--- src/gper_pkg.sv ---
package gper_pkg;
    // Register offsets within the power-management I/O space
    localparam logic [7:0]  OFS_EVENT_STATUS = 8'h0C;
    localparam logic [7:0]  OFS_EVENT_ENABLE = 8'h0E;
    // Field positions shared by status and enable, except bit 7 which is in status only
    localparam int          BIT_LID          = 11;
    localparam int          BIT_RING         = 10;
    localparam int          BIT_GPI          = 9;
    localparam int          BIT_USB          = 8;
    localparam int          BIT_THERMAL_ALARM_N_OVR     = 7;
    localparam int          BIT_THERMAL_ALARM_N         = 0;
    // Implemented bits of each register; others read zero
    localparam logic [15:0] STATUS_MASK      = 16'h0F81;
    localparam logic [15:0] ENABLE_MASK      = 16'h0F01;
    // Reset values
    localparam logic [15:0] STATUS_RESET     = 16'h0000;
    localparam logic [15:0] ENABLE_RESET     = 16'h0000;
    // Edges after reset release before pin edge detectors hold real pin values
    localparam logic [1:0]  PRIME_EDGES      = 2'h3;
endpackage : gper_pkg

--- src/gper_sync.sv ---
`timescale 1ns/100ps
// Two-flop synchroniser with rising-edge pulse of the synchronised level
module gper_sync (
    input  wire logic clk_in,     // System clock
    input  wire logic rst_n_in,   // Async reset, active low
    input  wire logic level_in,   // Asynchronous level
    output logic      level_out,  // Synchronised level
    output logic      rise_out    // One-cycle pulse on rising edge
);
    logic meta;
    logic prev;

    // First flop feeds only the second flop
    always_ff @(posedge clk_in or negedge rst_n_in) begin
        if (!rst_n_in) begin
            meta      <= 1'b0;
            level_out <= 1'b0;
            prev      <= 1'b0;
        end else begin
            meta      <= level_in;
            level_out <= meta;
            prev      <= level_out;
        end
    end

    // Edge taken on the settled level only
    assign rise_out = level_out & ~prev;
endmodule // gper_sync

--- src/gper_regs.sv ---
`timescale 1ns/100ps
module gper_regs (
    input  wire logic        CLOCK_IN,                // 20 MHz system clock
    input  wire logic        RESET_N_IN,              // Async reset, active low
    input  wire logic [7:0]  ADDR_IN,                 // I/O offset in PM block
    input  wire logic        WR_IN,                   // Write strobe, one cycle
    input  wire logic        RD_IN,                   // Read strobe, one cycle
    input  wire logic [1:0]  BE_IN,                   // Byte enables
    input  wire logic [15:0] WDATA_IN,                // Write data
    output logic      [15:0] RDATA_OUT,               // Read data, registered
    input  wire logic        LID_IN,                  // Lid pin, async
    input  wire logic        RING_INDICATE_N_IN,      // Ring indicate, active low
    input  wire logic        GP_INPUT_ONE_N_IN,       // GP input 1, active low
    input  wire logic        THERMAL_ALARM_N_IN,      // Thermal alarm, active low when THERMAL_POLARITY_SELECT_IN is 0
    input  wire logic        USB_RESUME_IN,           // USB resume report, same clock
    input  wire logic        THROTTLE_START_IN,       // Override throttle start pulse
    input  wire logic        LID_POLARITY_SELECT_IN,  // 1: lid active high
    input  wire logic        THERMAL_POLARITY_SELECT_IN, // 1: thermal active high
    input  wire logic        SCI_ROUTE_ENABLE_IN,     // Global SCI enable
    output logic             SCI_OUT,                 // SCI request level
    output logic             MGMT_MODE_INTERRUPT_N_OUT, // SMI request, active low
    output logic             RESUME_OUT               // Resume event level
);
    logic [15:0] event_status;
    logic [15:0] event_enable;
    logic        lid_s;
    logic        ring_s;
    logic        gpi_s;
    logic        thermal_alarm_n_s;
    logic        ring_s_d;
    logic        gpi_s_d;
    logic        lid_act;
    logic        thermal_alarm_n_act;
    logic        lid_act_d;
    logic        thermal_alarm_n_act_d;
    logic [1:0]  prime_count;
    logic [1:0]  next_prime_count;
    logic        primed;
    logic        lid_edge;
    logic        ring_edge;
    logic        gpi_edge;
    logic        thermal_alarm_n_edge;

    // Pins pass two flops; ring and GP input inverted to active high first
    // Edge detection is done here, not in the chain, so that it can be masked after reset
    gper_sync u_lid (
        .clk_in    (CLOCK_IN),
        .rst_n_in  (RESET_N_IN),
        .level_in  (LID_IN),
        .level_out (lid_s),
        .rise_out  ()
    );
    gper_sync u_ring (
        .clk_in    (CLOCK_IN),
        .rst_n_in  (RESET_N_IN),
        .level_in  (~RING_INDICATE_N_IN),
        .level_out (ring_s),
        .rise_out  ()
    );
    gper_sync u_gpi (
        .clk_in    (CLOCK_IN),
        .rst_n_in  (RESET_N_IN),
        .level_in  (~GP_INPUT_ONE_N_IN),
        .level_out (gpi_s),
        .rise_out  ()
    );
    gper_sync u_thermal_alarm_n (
        .clk_in    (CLOCK_IN),
        .rst_n_in  (RESET_N_IN),
        .level_in  (THERMAL_ALARM_N_IN),
        .level_out (thermal_alarm_n_s),
        .rise_out  ()
    );

    // Polarity applied after sync so a polarity change cannot glitch a flop chain
    assign lid_act  = ~(lid_s ^ LID_POLARITY_SELECT_IN);
    assign thermal_alarm_n_act = ~(thermal_alarm_n_s ^ THERMAL_POLARITY_SELECT_IN);

    // Previous activity, to set on entry into the active level
    always_ff @(posedge CLOCK_IN or negedge RESET_N_IN) begin
        if (!RESET_N_IN) begin
            lid_act_d  <= 1'b1;
            thermal_alarm_n_act_d <= 1'b1;
            ring_s_d   <= 1'b1;
            gpi_s_d    <= 1'b1;
        end else begin
            lid_act_d  <= lid_act;
            thermal_alarm_n_act_d <= thermal_alarm_n_act;
            ring_s_d   <= ring_s;
            gpi_s_d    <= gpi_s;
        end
    end

    // Chains and history flops hold reset values, not pin values, for the first
    // edges after release; pin edges stay masked until they are real.
    // An input active at the first edge counts as active at release; one that goes active later in the window sets its flag.
    always_ff @(posedge CLOCK_IN or negedge RESET_N_IN) begin
        if (!RESET_N_IN) begin
            prime_count <= 2'h0;
        end else if (!primed) begin
            prime_count <= next_prime_count;
        end
    end

    // Two-bit count; the cast drops the carry on purpose
    assign next_prime_count = 2'(prime_count + 2'h1);
    assign primed           = (prime_count == gper_pkg::PRIME_EDGES);

    // Set on entry into the active level only, once the detectors are primed
    // A level held across a clear therefore does not set the flag again
    assign lid_edge  = primed & lid_act & ~lid_act_d;
    assign ring_edge = primed & ring_s & ~ring_s_d;
    assign gpi_edge  = primed & gpi_s & ~gpi_s_d;
    assign thermal_alarm_n_edge = primed & thermal_alarm_n_act & ~thermal_alarm_n_act_d;

    // Hardware set sources per bit
    // Same-clock sources need no chain; pins arrive as masked edges
    logic [15:0] hw_set;
    always_comb begin
        hw_set                        = 16'h0000;
        hw_set[gper_pkg::BIT_LID]     = lid_edge;
        hw_set[gper_pkg::BIT_RING]    = ring_edge;
        hw_set[gper_pkg::BIT_GPI]     = gpi_edge;
        hw_set[gper_pkg::BIT_USB]     = USB_RESUME_IN;
        hw_set[gper_pkg::BIT_THERMAL_ALARM_N_OVR] = THROTTLE_START_IN & ~thermal_alarm_n_s;
        hw_set[gper_pkg::BIT_THERMAL_ALARM_N]    = thermal_alarm_n_edge;
    end

    // Address decode and byte-lane write mask
    // A byte write leaves the other lane untouched in both registers
    // Unmapped offsets decode to nothing, so writes there are dropped
    wire         hit_status = (ADDR_IN == gper_pkg::OFS_EVENT_STATUS);
    wire         hit_enable = (ADDR_IN == gper_pkg::OFS_EVENT_ENABLE);
    wire  [15:0] lane_mask  = {{8{BE_IN[1]}}, {8{BE_IN[0]}}};
    wire  [15:0] wr_bits    = WDATA_IN & lane_mask;
    wire  [15:0] sw_clear   = (WR_IN && hit_status) ? wr_bits : 16'h0000;

    // Set wins over a same-cycle write-one clear; zeros leave flags alone
    wire  [15:0] next_event_status = ((event_status & ~sw_clear) | hw_set)
                                     & gper_pkg::STATUS_MASK;
    wire  [15:0] next_event_enable = ((event_enable & ~lane_mask) | wr_bits)
                                     & gper_pkg::ENABLE_MASK;

    // Status flags update every edge: hardware sets, software write-one clears
    // Set wins the race with a clear in the same cycle
    always_ff @(posedge CLOCK_IN or negedge RESET_N_IN) begin
        if (!RESET_N_IN) begin
            event_status <= gper_pkg::STATUS_RESET;
        end else begin
            event_status <= next_event_status;
        end
    end

    // Enable register changes only on a write that hits its offset
    always_ff @(posedge CLOCK_IN or negedge RESET_N_IN) begin
        if (!RESET_N_IN) begin
            event_enable <= gper_pkg::ENABLE_RESET;
        end else if (WR_IN && hit_enable) begin
            event_enable <= next_event_enable;
        end
    end

    // Enabled flags; override flag has no enable and routes nowhere here
    wire  [15:0] armed = event_status & event_enable;
    // Lid, GP input and thermal share the SCI or SMI choice
    wire         sci_grp = armed[gper_pkg::BIT_LID]
                           | armed[gper_pkg::BIT_GPI]
                           | armed[gper_pkg::BIT_THERMAL_ALARM_N];

    // Ring and USB never go to SMI, so the global enable does not gate them
    wire         wake_sci = armed[gper_pkg::BIT_RING]
                            | armed[gper_pkg::BIT_USB];

    // Group routed to SCI when globally enabled, else to SMI
    wire         next_sci    = (sci_grp & SCI_ROUTE_ENABLE_IN)
                               | wake_sci;
    wire         next_smi    = sci_grp & ~SCI_ROUTE_ENABLE_IN;

    // Resume for all but thermal, which never wakes
    wire         next_resume = armed[gper_pkg::BIT_LID]
                               | armed[gper_pkg::BIT_RING]
                               | armed[gper_pkg::BIT_GPI]
                               | armed[gper_pkg::BIT_USB];

    // Unmapped offsets read zero; reads have no side effects
    wire  [15:0] next_rdata  = hit_status ? event_status :
                               hit_enable ? event_enable : 16'h0000;

    // Event outputs are levels that follow the armed flags one edge later
    // SMI is active low, so reset drives it high
    always_ff @(posedge CLOCK_IN or negedge RESET_N_IN) begin
        if (!RESET_N_IN) begin
            SCI_OUT                   <= 1'b0;
            MGMT_MODE_INTERRUPT_N_OUT <= 1'b1;
            RESUME_OUT                <= 1'b0;
        end else begin
            SCI_OUT                   <= next_sci;
            MGMT_MODE_INTERRUPT_N_OUT <= ~next_smi;
            RESUME_OUT                <= next_resume;
        end
    end

    // Read data holds until the next read strobe
    // A read of an unmapped offset still updates, returning zero
    always_ff @(posedge CLOCK_IN or negedge RESET_N_IN) begin
        if (!RESET_N_IN) begin
            RDATA_OUT <= 16'h0000;
        end else if (RD_IN) begin
            RDATA_OUT <= next_rdata;
        end
    end
endmodule // gper_regs

--- config.mk ---
export PLATFORM = sky130hd
export DESIGN_NAME = gper_regs
export DESIGN_NICKNAME = d
export VERILOG_FILES = /design/src/gper_pkg.sv /design/src/gper_sync.sv /design/src/gper_regs.sv
export SDC_FILE = /design/constraint.sdc
export NUM_CORES = 1
export LEC_CHECK = 0
export BUFFER_PORTS_ARGS = -buffer_cell sky130_fd_sc_hd__buf_2
export CORE_MARGIN = 5
export CORE_UTILIZATION = 40
export CTS_BUF_LIST = sky130_fd_sc_hd__clkbuf_2
export DETAILED_ROUTE_END_ITERATION = 16
export GPL_TIMING_DRIVEN = 1
export PLACE_DENSITY = 0.67
export SLEW_MARGIN = 40
export SYNTH_ARGS = -nofsm -noshare
export SYNTH_HDL_FRONTEND = slang
export SYNTH_HIERARCHICAL = 1
export SYNTH_SLANG_ARGS = --single-unit
--- constraint.sdc ---
create_clock -name CLOCK_IN -period 1.5 [get_ports CLOCK_IN]
set_input_delay 0.15 -clock CLOCK_IN [delete_from_list [all_inputs] [get_ports CLOCK_IN]]
set_output_delay 0.15 -clock CLOCK_IN [all_outputs]
set_load 0.02 [all_outputs]
**After elaboration in Yosys (flattened, before gate mapping)**

Index checks and enable logic that the tools add are counted.

- Input bits: 39
- Register bits: 44

- Reduce and logical (&&, ||, !) cells: 2
- Bitwise operators: 39
- Mux-type cells: 3
- Eq/ne operators: 3
- $add $sub $neg: 1

Operator list:

| cell | count |
|---|---|
| $and A12 B12 Y12 | 4 |
| $mux W12 | 3 |
| $not A12 Y12 | 2 |
| $or A12 B12 Y12 | 2 |
| $eq A8 B4 Y1 const B | 2 |
| $and A1 B1 Y1 | 11 |
| $not A1 Y1 | 11 |
| $or A1 B1 Y1 | 7 |
| $add A2 B1 Y2 const B | 1 |
| $eq A2 B2 Y1 const B | 1 |
| $logic_and A1 B1 Y1 | 2 |
| $xor A1 B1 Y1 | 2 |

**Depth between registers and ports, before layout**

- Word-level depth: 6
- Gate-level depth with buffers: 5

**Modules after synthesis**

Netlist, hierarchy kept.

By module, submodules not included:

| module | area each (um^2) | instances | cells each |
|---|---|---|---|
| gper_regs | 1231.2 | 1 | 103 |
| gper_sync | 88.8 | 4 | 4 |

**Worst setup path after synthesis**

Ideal clock, no wire load.

- Kind: input-to-reg
- Start: input ADDR_IN[5]
- End: register with a tool-made name
- Path buffers: 1
- Arrival time: 1.208 ns
- Setup slack: 0.167 ns
- Cell stages on the path: 4
- Library setup time: 0.125 ns
- Cell sequence: nor4_4 and3_1 buf_6 mux2_4

RTL lines:

| item | line | text |
|---|---|---|
| start, declared | gper_regs.sv:5 | `input wire logic [7:0] ADDR_IN,` |

**Final worst setup path**

- Start: register event_status[9]
- End: register SCI_OUT

- Longest elaborated chain between the ends: 5

Ends and longest elaborated chain:

| item | line | text |
|---|---|---|
| start, declared | gper_regs.sv:24 | `logic [15:0] event_status;` |
| start signal, assigned | gper_regs.sv:148 | `event_status <= gper_pkg::STATUS_RESET;` |
| start signal, assigned | gper_regs.sv:150 | `event_status <= next_event_status;` |
| $and A12 B12 Y12 | gper_regs.sv:164 | `wire [15:0] armed = event_status & event_enable;` |
| $or A1 B1 Y1 | gper_regs.sv:167 | `\| armed[gper_pkg::BIT_GPI]` |
| $or A1 B1 Y1 | gper_regs.sv:168 | `\| armed[gper_pkg::BIT_THERMAL_ALARM_N];` |
| $and A1 B1 Y1 | gper_regs.sv:175 | `wire next_sci = (sci_grp & SCI_ROUTE_ENABLE_IN)` |
| $or A1 B1 Y1 | gper_regs.sv:176 | `\| wake_sci;` |
| via next_sci | gper_regs.sv:175 |  |
| end signal, assigned | gper_regs.sv:197 | `SCI_OUT <= next_sci;` |
| end, declared | gper_regs.sv:20 | `output logic SCI_OUT,` |

The timed path passes the listed nets, and every way through them passes these cells.
A chain may end at the register's enable or synchronous reset.

==> flow_summary.json <==
{
  "rsz0062_at_grt": "false",
  "track_usage_pct": 11.7,
  "path_clk_slew_ns": 0.16,
  "antennaDiodeCount": 0,
  "hold_viol_final": 0,
  "grt_max_degree": 35,
  "routed_wl_microns": 2700,
  "drv_slew": 0,
  "setup.worst_path.end_class": "flop",
  "ff_latch_area_sq_um": 857,
  "nFillCells": 305,
  "die_w_microns": 69.8,
  "start_util_pct": 42.2,
  "first_pass_iters": 4,
  "die_y_microns": 69.8,
  "cts_tree": "done",
  "worstHoldPathType": "in -> reg",
  "worst-setup-path-type": "reg -> reg",
  "min_period_ns": 1.23,
  "p_leak_nw": 0.878,
  "hpwl_microns": 2030,
  "cts_buffers": 5,
  "drive_gt1_share_pct": 34.7,
  "fin_skew_ns": 0.0146,
  "p_comb_share_pct": 11.9,
  "max_freq_ghz": 0.814,
  "postLayoutCoreUtil_pct": 53.3,
  "slowest_delay_ns": 0.43,
  "die-area_sq_mm": 0.00487,
  "multi_input_area_sq_um": 468,
  "rows": 21,
  "io_pins": 58,
  "clockRootBuffer": "clkbuf_2",
  "grt_pass1_wl_microns": 4400,
  "crit_chain": "a22oi_1, a21boi_0, o21ai_0",
  "clkLatencyLatePin_ns": 0.37,
  "outcome": "complete, no violations",
  "finalCritPeriodShare_pct": 81.9,
  "switchingPower_uw": 388,
  "cp_slowest_cell": "dfrtp_1",
  "arrival_ns": 1.49,
  "cap_violations": 0,
  "io_buffers": 37,
  "p_int_mw": 1.16,
  "ir_worst_vdd_mv": 0.388,
  "viasPerCell": 4.57,
  "drt_iter0_drc": 35,
  "powerDensity_mw_per_mm2": 855,
  "fin_setup_tns_ns": 0,
  "gp_congestion": 0.748,
  "cp_data_required_time_ns": 1.76,
  "critPathBufInv": 0,
  "wl_per_cell_microns": 12.7,
  "crit_fanout": 3,
  "route.detailed.drc": 0,
  "dp.cells": 191,
  "final_net_count": 207,
  "synth_area_sq_mm": 0.00143,
  "grt_overflow": 0,
  "seqPwrFrac_pct": 62.3,
  "swShare_pct": 25.1,
  "cts_setup_buffers": 0,
  "syn_area_per_cell_sq_um": 12.9,
  "finalNonFillerCells": 213,
  "cts_sinks": 34,
  "design.core.area_sq_mm": 0.00339,
  "vias": 973,
  "crit_family": "compound AO/OA/AOI/OAI gates",
  "cts_resized": 0,
  "ant_nets": 0,
  "postCtsHoldBufs": 13,
  "yosys_warnings": 6,
  "clkPwrFrac_pct": 25.8,
  "netlist_instances": 111,
  "cts_buffer_depth": 2,
  "antenna_found_initial": 0,
  "setup_viol": 0,
  "grt_pass1_vias": 979,
  "areaGrowthSynthToFinish_pct": 26.3,
  "h-tree-depth": 2,
  "worstSetupStartpointType": "flop"
}
-- path summary, 6_finish.rpt --
check / cells past startpoint / from / endpoint / slack (ns)
worst min-delay path: 2 / RD_IN / RDATA_OUT[10]$_DFFE_PN0P_ / 0.05
max in group asynchronous: 2 / RESET_N_IN / ring_s_d$_DFF_PN1_ / 0.91
min in group asynchronous: 2 / RESET_N_IN / RDATA_OUT[7]$_DFFE_PN0P_ / 0.24
worst max register to register: 3 / event_status[9]$_DFF_PN0_ / SCI_OUT$_DFF_PN0_ / 0.27
worst min register to register: 0 / u_gpi/meta$_DFF_PN0_ / u_gpi/level_out$_DFF_PN0_ / 0.36
worst max-delay path: 3 / event_status[9]$_DFF_PN0_ / SCI_OUT$_DFF_PN0_ / 0.27
-- cell type report --
| cell class | instances | share of cell area [%] |
|---|---|---|
| multi-input combinational | 61 | 25.9 |
| sequential | 34 | 47.4 |
| clock buffer | 7 | 1.94 |
| inverter | 12 | 2.49 |
| timing repair buffer | 53 | 19.1 |
| tap | 46 | 3.18 |
-- per-stage QoR --
stage               instance area (sq um)  hold slack, ns  total power, mW  setup slack [ns]
floorplan                            1470          -0.146             1.08             0.167
global placement                     1620           0.236             1.13             0.148
detailed placement                   1620           0.246             1.13             0.147
CTS                                  1790         0.00130             1.57             0.234
global route                         1810         0.00975             1.64             0.139
finish                               1810          0.0478             1.55             0.271
-- layout by cell type, fill, tap and decap left out, drive strengths merged, types with 5 or more instances in the layout --
master	n
dfstp	5
dfrtp	29
nand4	8
mux2	6
clkbuf	7
inv	12
o22ai	5
conb	10
dlygate4sd3	15
mux2i	5
buf	38
-- power groups by stage --
stage	Sequential, mW	Combinational (mW)	Clock (mW)
6_report	0.963	0.183	0.399
3_3_place_gp	0.980	0.150	0
5_1_grt	0.967	0.203	0.469
3_5_place_dp	0.980	0.154	0
4_1_cts	0.964	0.180	0.422
2_1_floorplan	0.988	0.0890	0
-- metal layers --
layer | global-route usage (%) | wire length, microns
met1 | 12.3 | 1040
met4 | 7.45 | 19
met5 | 0 | 0
met2 | 19.3 | 1420
met3 | 4.64 | 224
-- worst register-to-register path, cell delays in order (launching register included) --
cell and delay (ns):
dfrtp_1 0.43, a22oi_1 0.26, a21boi_0 0.31, o21ai_0 0.12
Note: power is estimated with default switching activity, not from simulation.
